$ cat config.mk
export PLATFORM = sky130hd
export DESIGN_NAME = xts_exec
export DESIGN_NICKNAME = d
export VERILOG_FILES = /design/src/logic/xts_pkg.sv /design/src/logic/xts_exec.sv /design/src/logic/xts_qphase.sv
export SDC_FILE = /design/constraint.sdc
export NUM_CORES = 1
export LEC_CHECK = 0
export BUFFER_PORTS_ARGS = -buffer_cell sky130_fd_sc_hd__buf_2
export CORE_UTILIZATION = 45
export CTS_CLUSTER_SIZE = 14
export DETAILED_ROUTE_END_ITERATION = 6
export PLACE_DENSITY_LB_ADDON = 0.08
export SLEW_MARGIN = 25
export SYNTH_ARGS = -nofsm -noshare
export SYNTH_HDL_FRONTEND = slang
export SYNTH_SLANG_ARGS = --single-unit
$ cat constraint.sdc
create_clock -name clock_in -period 1.61 [get_ports clock_in]
set_input_delay 0.4025 -clock clock_in [delete_from_list [all_inputs] [get_ports clock_in]]
set_output_delay 0.4025 -clock clock_in [all_outputs]
set_load 0.01 [all_outputs]
$ cat src/logic/xts_pkg.sv
// Shared constants and types for the xor and test-skip executor
package xts_pkg;
    localparam int DATA_W = 8;
    localparam int BANK_W = 4;
    localparam int ADDR_W = DATA_W + BANK_W;
    localparam int INSTR_W = 16;

    // Opcode fields, matched against the top bits of the word
    localparam logic [7:0] OPC_XOR_LIT = 8'h0a;
    localparam logic [5:0] OPC_XOR_FILE = 6'h06;
    localparam logic [6:0] OPC_TEST_ZERO = 7'h33;
    localparam int DEST_BIT = 9;
    localparam int BANK_BIT = 8;

    // Access bank: low half maps to bank 0, high half to the top bank
    localparam logic [7:0] ACCESS_SPLIT = 8'h80;
    localparam logic [3:0] ACCESS_LOW_BANK = 4'h0;
    localparam logic [3:0] ACCESS_HIGH_BANK = 4'hf;

    localparam logic [7:0] ACC_RESET = 8'h00;
    localparam logic [7:0] ZERO_BYTE = 8'h00;
    localparam logic [1:0] MAX_NOP_SLOTS = 2'h2;

    typedef enum logic [3:0] {
        XTS_Q1 = 4'h1,
        XTS_Q2 = 4'h2,
        XTS_Q3 = 4'h4,
        XTS_Q4 = 4'h8
    } xts_phase_t;

    typedef enum logic [3:0] {
        XTS_OP_NOP = 4'h1,
        XTS_OP_XOR_LIT = 4'h2,
        XTS_OP_XOR_FILE = 4'h4,
        XTS_OP_TEST_ZERO = 4'h8
    } xts_op_t;
endpackage

$ cat src/logic/xts_exec.sv
// Executor for xor-literal, xor-file and test-zero-skip instructions
`timescale 1ns/10ps
// Overview of operation
// - Literal xor into accumulator, one cycle
// - File xor updates only negative, zero flags
// - Destination bit picks accumulator or file
// - Bank bit 0 uses access bank
// - Bank bit 1 uses bank select register
// - Skip adds nop cycles, two for two-word
module xts_exec (
    input wire logic clock_in,                          // Core clock
    input wire logic reset_in,                          // Sync reset
    input wire logic [xts_pkg::INSTR_W-1:0] instr_in,   // Fetched word
    input wire logic instr_valid_in,                    // Word valid at Q1
    input wire logic instr_two_word_in,                 // Word is 2-word op
    input wire logic [xts_pkg::BANK_W-1:0] bank_select_register_in, // Bank
    input wire logic [xts_pkg::DATA_W-1:0] file_rdata_in, // Read data, Q2
    output logic [xts_pkg::ADDR_W-1:0] file_addr_out,   // File address
    output logic file_rd_out,                           // Read strobe
    output logic file_wr_out,                           // Write strobe
    output logic [xts_pkg::DATA_W-1:0] file_wdata_out,  // Write data
    output logic [xts_pkg::DATA_W-1:0] working_accumulator_out, // Acc
    output logic flag_n_out,                            // Negative flag
    output logic flag_z_out,                            // Zero flag
    output logic skip_pending_out,                      // Next slot is nop
    output logic cycle_done_out                         // Q4 end pulse
);
    import xts_pkg::*;

    xts_phase_t phase;
    xts_op_t op_r, op_nxt;
    logic [INSTR_W-1:0] instr_r, instr_nxt;
    logic [ADDR_W-1:0] addr_r, addr_nxt;
    logic rd_r, rd_nxt, wr_r, wr_nxt, done_r, done_nxt;
    logic [DATA_W-1:0] wdata_r, wdata_nxt, acc_r, acc_nxt;
    logic [DATA_W-1:0] opnd_r, opnd_nxt, result_r, result_nxt;
    logic n_r, n_nxt, z_r, z_nxt;
    logic skip_pending_r, skip_pending_nxt;
    logic skip_second_r, skip_second_nxt;

    xts_qphase u_qphase (
        .clock_in(clock_in),
        .reset_in(reset_in),
        .phase_out(phase)
    );

    always_comb
    begin
        op_nxt = op_r;
        instr_nxt = instr_r;
        addr_nxt = addr_r;
        rd_nxt = 1'b0;
        wr_nxt = 1'b0;
        done_nxt = 1'b0;
        wdata_nxt = wdata_r;
        acc_nxt = acc_r;
        opnd_nxt = opnd_r;
        result_nxt = result_r;
        n_nxt = n_r;
        z_nxt = z_r;
        skip_pending_nxt = skip_pending_r;
        skip_second_nxt = skip_second_r;
        case (phase)
            XTS_Q1:
            begin
                instr_nxt = instr_in;
                op_nxt = XTS_OP_NOP;
                if (!instr_valid_in)
                    op_nxt = XTS_OP_NOP;
                else if (skip_pending_r)
                begin
                    // Skipped word; a two-word op costs one more slot
                    skip_pending_nxt = 1'b0;
                    skip_second_nxt = instr_two_word_in;
                end
                else if (skip_second_r)
                    skip_second_nxt = 1'b0;
                else if (instr_in[15:8] == OPC_XOR_LIT)
                    op_nxt = XTS_OP_XOR_LIT;
                else if (instr_in[15:10] == OPC_XOR_FILE)
                    op_nxt = XTS_OP_XOR_FILE;
                else if (instr_in[15:9] == OPC_TEST_ZERO)
                    op_nxt = XTS_OP_TEST_ZERO;
                if (instr_in[BANK_BIT])
                    addr_nxt = {bank_select_register_in,
                                instr_in[7:0]};
                else if (instr_in[7:0] < ACCESS_SPLIT)
                    addr_nxt = {ACCESS_LOW_BANK, instr_in[7:0]};
                else
                    addr_nxt = {ACCESS_HIGH_BANK, instr_in[7:0]};
                rd_nxt = (op_nxt == XTS_OP_XOR_FILE) ||
                         (op_nxt == XTS_OP_TEST_ZERO);
            end
            XTS_Q2:
            begin
                opnd_nxt = (op_r == XTS_OP_XOR_LIT) ? instr_r[7:0]
                                                   : file_rdata_in;
            end
            XTS_Q3:
            begin
                result_nxt = acc_r ^ opnd_r;
            end
            XTS_Q4:
            begin
                done_nxt = 1'b1;
                case (op_r)
                    XTS_OP_XOR_LIT:
                    begin
                        acc_nxt = result_r;
                        n_nxt = result_r[DATA_W-1];
                        z_nxt = (result_r == ZERO_BYTE);
                    end
                    XTS_OP_XOR_FILE:
                    begin
                        // Only N and Z move; other status is not ours
                        n_nxt = result_r[DATA_W-1];
                        z_nxt = (result_r == ZERO_BYTE);
                        if (instr_r[DEST_BIT])
                        begin
                            wr_nxt = 1'b1;
                            wdata_nxt = result_r;
                        end
                        else
                            acc_nxt = result_r;
                    end
                    XTS_OP_TEST_ZERO:
                        skip_pending_nxt = (opnd_r == ZERO_BYTE);
                    default:
                        done_nxt = 1'b1;
                endcase
            end
            default:
                done_nxt = 1'b0;
        endcase
    end

    always_ff @(posedge clock_in)
    begin
        if (reset_in)
        begin
            op_r <= XTS_OP_NOP;
            instr_r <= '0;
            addr_r <= '0;
            rd_r <= 1'b0;
            wr_r <= 1'b0;
            done_r <= 1'b0;
            wdata_r <= '0;
            acc_r <= ACC_RESET;
            opnd_r <= '0;
            result_r <= '0;
            n_r <= 1'b0;
            z_r <= 1'b0;
            skip_pending_r <= 1'b0;
            skip_second_r <= 1'b0;
        end
        else
        begin
            op_r <= op_nxt;
            instr_r <= instr_nxt;
            addr_r <= addr_nxt;
            rd_r <= rd_nxt;
            wr_r <= wr_nxt;
            done_r <= done_nxt;
            wdata_r <= wdata_nxt;
            acc_r <= acc_nxt;
            opnd_r <= opnd_nxt;
            result_r <= result_nxt;
            n_r <= n_nxt;
            z_r <= z_nxt;
            skip_pending_r <= skip_pending_nxt;
            skip_second_r <= skip_second_nxt;
        end
    end

    assign file_addr_out = addr_r;
    assign file_rd_out = rd_r;
    assign file_wr_out = wr_r;
    assign file_wdata_out = wdata_r;
    assign working_accumulator_out = acc_r;
    assign flag_n_out = n_r;
    assign flag_z_out = z_r;
    assign skip_pending_out = skip_pending_r;
    assign cycle_done_out = done_r;

    // Helper: consecutive skipped slots, only for checking
    logic [1:0] nop_run_r;
    always_ff @(posedge clock_in)
    begin
        if (reset_in)
            nop_run_r <= '0;
        else if (phase == XTS_Q1 && instr_valid_in)
            nop_run_r <= (skip_pending_r || skip_second_r)
                         ? nop_run_r + 2'h1 : 2'h0;
    end
endmodule

$ cat src/logic/xts_qphase.sv
// Four-phase sequencer that splits each instruction cycle
`timescale 1ns/10ps
module xts_qphase (
    input wire logic clock_in,               // Core clock
    input wire logic reset_in,               // Synchronous reset
    output xts_pkg::xts_phase_t phase_out    // Current one-hot phase
);
    import xts_pkg::*;

    xts_phase_t phase_r;
    xts_phase_t phase_nxt;

    always_comb
    begin
        case (phase_r)
            XTS_Q1: phase_nxt = XTS_Q2;
            XTS_Q2: phase_nxt = XTS_Q3;
            XTS_Q3: phase_nxt = XTS_Q4;
            XTS_Q4: phase_nxt = XTS_Q1;
            default: phase_nxt = XTS_Q1;
        endcase
    end

    always_ff @(posedge clock_in)
    begin
        if (reset_in)
            phase_r <= XTS_Q1;
        else
            phase_r <= phase_nxt;
    end

    assign phase_out = phase_r;
endmodule

# Yosys cells after proc, flatten, opt, wreduce, memory -nomap -nowiden
# Cells that the tools add are included.
[totals]
register_bits = 69
[op_classes]
n_lt_le_gt_ge = 1
eq_ne = 15
mux = 19
n_bitwise = 4
n_reduce_logical = 13
[op_table]
columns = ["cell", "count"]
rows = [
  ["$mux 4", 7],
  ["$mux 12", 2],
  ["$logic_not 8->1", 2],
  ["$mux 8", 2],
  ["$pmux 8 s2", 1],
  ["$eq 4x3->1 const B", 3],
  ["$eq 4x4->1 const B", 3],
  ["$pmux 4 s3", 1],
  ["$reduce_and 3->1", 3],
  ["$eq 4x2->1 const B", 2],
  ["$eq 8x4->1 const B", 1],
  ["$lt 8x8->1 const B", 1],
  ["$xor 8x8->8", 1],
  ["$eq 7x6->1 const B", 1],
  ["$eq 6x3->1 const B", 1],
  ["$mux 1", 5],
  ["$eq 4x1->1 const B", 1],
  ["$ne 2x2->1 const B", 2],
  ["$reduce_and 2->1", 2],
  ["$reduce_bool 2->1", 2],
  ["$reduce_or 2->1", 2],
  ["$not 1->1", 3],
  ["$reduce_or 3->1", 1],
  ["$ne 2x1->1 const B", 1],
  ["other kinds (2)", 2],
]

# Longest topological paths before layout
[depth]
word_depth = 10
mapped_depth = 5

# Hierarchy
# Synthesis repeated with hierarchy kept, for this count alone.
[hier_totals]
cells_unflattened = 262
hier_area_um2 = 2539.9
[modules_own_cells]
columns = ["mod", "instances", "cells_per_inst", "area_per_inst_um2", "seq_area_each_um2"]
rows = [
  ["xts_exec", 1, 250, 2397.3, 1121.1],
  ["xts_qphase", 1, 12, 142.6, 80.1],
]

# Worst setup path before layout
# No wires, ideal clock.
[synth_path]
kind = "register to register"
from = "register u_qphase.phase_r[3], in the netlist u_qphase.phase_out[3]"
to = "register wdata_r[0], in the netlist file_wdata_out[0]"
setup_ps = 128
arrival_time_ps = 1371
t_required_ps = 1482
path_slack_ps = 111
stages_incl_launch_ff = 5
n_path_buf = 0
period_less_slack_ps = 1499
path_cell_list = "dfxtp_1 nor4b_4 nand4_2 mux2i_1 nor2_1"
[synth_between]
elab_chain_cells = 2
[synth_rtl]
columns = ["element", "line_no", "text"]
rows = [
  ["start: declaration", "xts_qphase.sv:10", "xts_phase_t phase_r;"],
  ["start signal: assignment", "xts_qphase.sv:29", "phase_r <= phase_nxt;"],
  ["$eq 4x4->1", "xts_exec.sv:63", "case (phase)"],
  ["$reduce_and 3->1 (no source line)", "-", ""],
  ["end signal: assignment", "xts_exec.sv:164", "wdata_r <= wdata_nxt;"],
  ["end: declaration", "xts_exec.sv:35", "logic [DATA_W-1:0] wdata_r, wdata_nxt, acc_r, acc_nxt;"],
]
# No other way between the ends.
# A chain may end at the register's enable or synchronous reset.

# Worst setup path after layout
[layout_path]
from = "register u_qphase.phase_r[1], in the netlist u_qphase.phase_out[1]"
to = "register op_r[3]"
[layout_between]
elab_chain_cells = 1
[layout_rtl]
columns = ["element", "line_no", "text"]
rows = [
  ["$eq 4x1->1", "xts_exec.sv:63", ""],
  ["end signal: assignment", "xts_exec.sv:158", "op_r <= op_nxt;"],
  ["end: declaration", "xts_exec.sv:31", "xts_op_t op_r, op_nxt;"],
]
# No other way between the ends.

==> results <==
- The via count of the first global-routing pass is 1868.
- The post-CTS repair timing setup buffer count is 0.
- The source-to-sink clock delay at the later pin of the worst-skew pair is 0.33 ns.
- The top cell type by area accounts for 48.4% of the synthesized area.
- The design draws between 4 and 5 mW.
- The leading cell type by number of instances after synthesis is dfxtp_1.
- After filler insertion, the fill cell instance count of the layout stands at approximately 470.
- The number of cells on the worst reg-to-reg path is 4.
- Once layout is complete, the utilization of the core stands at about three fifths.
- The DRC violations left is 0.
- The H-tree level count is 3.
- In this run, CTS created clock tree buffers numbering 9.
- The category of the most critical setup path is register to register.
- The first routing iteration left 93 violations.
- VDD sags by at most 0.859 mV.
- The cell area after technology mapping is 0.00248 mm².
- The layout overhead on the synthesized area is 29.9%.
- The post-synthesis net count is slightly below 300.
- From bottom edge to top edge, the die measures 76.3 µm.
- Entering global routing, the biggest net connects 21 pins.
- The detail route stage leaves a number of antenna-violating nets equal to 0.
- The hold path startpoint is instr_in[4].
- The number of primary I/O pins is 66.
- The worst slack at placement is 0.0325 ns.
- The reg2reg setup slack is ~0.076 ns.
- The routed wire length is 5390 µm.
- The width of the die is 76.3 µm.
- Global routing used slightly below 20% of the available tracks.
- After synthesis the netlist holds a flip-flop and latch count of 60.
- The final number of setup-violating endpoints is 0.
- The HPWL after detailed placement is approximately 3800 µm.
- The final route contains ~2000 vias.
- The sink of the worst hold path is instr_r[4].
- Routability-driven placement finished with a final weighted congestion of 0.754.
- The hold-fix buffer count after cts is 0.
- TritonCTS built the clock tree.
- For the final database, setup skew stands at 0.00728 ns.
- The number of detailed-route iterations in the first pass is 6.
- The critical path data arrival time is 1.80 ns.
- The first global-routing pass estimated ~8900 µm of wire.
- Max-cap violations in this run came to 0.
- The nature of the critical path startpoint is a register.
- The root buffer cell chosen for the clock tree is clkbuf_8.
- In the final design database the tool counted 367 nets.
- The worst path uses between 90 and 100% of the clock period.
- In this run the power density over the cells is 1270 mW/mm².
- The primary flip-flop cell chosen by synthesis mapping is dfxtp_1.
- Once the floorplan was initialized, standard cells occupied 47.7% of the core.
- The antenna diode count is 0.
- The slack of the critical path is 0.0763 ns.
- At the pin with the least slew margin, the transition time is 0.484 ns.
- Summed over all instances, the cell type with the most area after synthesis is dfxtp_1.
- Clock-pin slew was measured on the worst setup and hold paths at 0.07 ns.
- The highest net fanout along the worst path is 20.
- The floorplan die area is 0.00582 mm².
- Counting every instance in the synthesized netlist gives 261.
- The floorplan has 26 rows.
- The count of final max-slew check failures is 0.
- The capture point of the worst reg-to-reg path is op_r[3].
- The class of the worst hold path is input pin to register.
- The number of antenna violations at the first check in global routing was 0.
- The number of endpoints with negative hold slack in the final report was 0.
- The worst hold path was traced through 3 stages.
- The maximum clock insertion buffer count is 2.
- By count the netlist is led by 60 x dfxtp_1, 41 x nor2_1, 26 x nand2_1, 25 x mux2i_1, 20 x a211oi_1.
- The average via count per standard cell is 4.95.
- The fraction of layout instances using a drive strength above 1 is 31.8%.
- In this run the static leakage power is ~1.4 nW.
- Tracing the worst setup path back leads to its startpoint at u_qphase.phase_out[1].
- By area the synthesized netlist is led by dfxtp_1 48%, mux2i_1 10%, nor2_1 6.2%.
- The startpoint of the worst-slack reg-to-reg timing path is u_qphase.phase_out[1].
- Once the clock tree was built, the resizer swapped 0 gates to a different size.
- Headroom to the max-slew limit came out at 67.3%.
- Port buffering added between 60 and 70 buffers.
- The number of synthesis warnings is 0.
- The type of destination of the critical path is a register.
- In this run the mean area of a mapped cell was 9.52 µm².
- Setup repair after global routing left no endpoint under its margin.
- After synthesis, flip-flops and latches occupy roughly 48% of the total area.
- After global routing the overflow that remains totals 0.
- Dividing the detail-routed wire length by the instance count gives 13.1 µm.
- The distinct cell type count after synthesis is 32.
- The standard cell core area is 0.00520 mm².
- The data required time at the worst endpoint is between 1.5 and 2 ns.
- Based on the critical path, the design can be clocked at up to 652 MHz.
- The total clock sinks is 60.
- Counting flops with an async set or reset pin after synthesis yields a share of 0%.
- In this run, synthesis inferred 0 flip-flops with an integrated enable.
- The sum of negative setup slack is 0 ns.
- For the finished layout, the period the worst path requires is 1.53 ns.
- The run finished with clean final reports.
==> placed cells by master, fill, tap and decap left out, types with 2 or more instances in the layout <==
master and n:
xnor2_1 8, nor4_1 5, a21oi_1 17, dfxtp_1 60, nand2_1 26, buf_4 14, nand3_1 5, nor2_1 41
nor4b_4 2, and4_1 2, nor3_1 5, a211oi_1 17, buf_2 65, buf_12 3, bufinv_16 3, and2_1 2
nor4b_2 2, a211oi_2 3, clkbuf_8 11, nor2b_1 6, mux2i_1 25, o31ai_1 2
==> metal layers <==
layer  vias up  share of wire, %  track usage, %
li1       1068                 -               -
met2        62                44            28.8
met5         -                 0               0
met3         4               5.8            4.79
met4         0               1.1            10.4
met1       896                49            26.5
==> worst max-delay path, stage by stage (launching register included) <==
cell     delay [ns]
dfxtp_1        0.37
or4b_1         0.55
buf_6          0.19
o31ai_1        0.22
nor2b_1        0.14
==> cells by family after synthesis <==
logic type / share of synthesized area [%]
buffers and inverters: 4.99
xor gates and xnor gates: 2.82
DFF: 48.4
muxes: 10.1
AOI/OAI and AO/OA: 10.9
and+or+nand+nor: 22.9
==> stage by stage <==
step,area [µm²],cells,hold slack [ns]
after detailed placement,2950,394,0.448
after floorplan,2480,261,0.432
after global placement,2950,394,0.443
after global routing,3230,410,0.296
after CTS,3200,410,0.296
final,3230,410,0.303
==> final cells by class <==
class	count	area [µm²]	share of cell area, %
sequential	60	1200	37.2
multi-input combinational	181	1180	36.7
timing repair buffer	83	502	15.6
clock buffer	12	155	4.81
clock inverter	4	95.1	2.95
tap	70	87.6	2.72
==> where the power goes <==
| group | switching, mW | internal, mW |
|---|---|---|
| clock | 0.592 | 1.11 |
| sequential | 0.101 | 1.60 |
| combinational | 0.366 | 0.331 |
==> how the worst max path moves through the flow <==
stage / end / slack [ns]
2_1_floorplan: file_wdata_out[0] / 0.11
3_3_place_gp: op_r[3] / 0.05
3_5_place_dp: op_r[3] / 0.03
4_1_cts: working_accumulator_out[0] / 0.03
5_1_grt: file_wdata_out[1] / 0.003
6_report: op_r[3] / 0.08
==> state kept, by name (all words and copies together) (netlist names) <==
register,count
result_r,8
skip_pending_out,1
op_r,4
cycle_done_out,1
file_addr_out,4
file_wdata_out,8
instr_r,9
file_wr_out,1
working_accumulator_out,8
opnd_r,8
file_rd_out,1
flag_z_out,1
flag_n_out,1
skip_second_r,1
u_qphase.phase_out,4
Note: power is estimated with default switching activity, not from simulation.
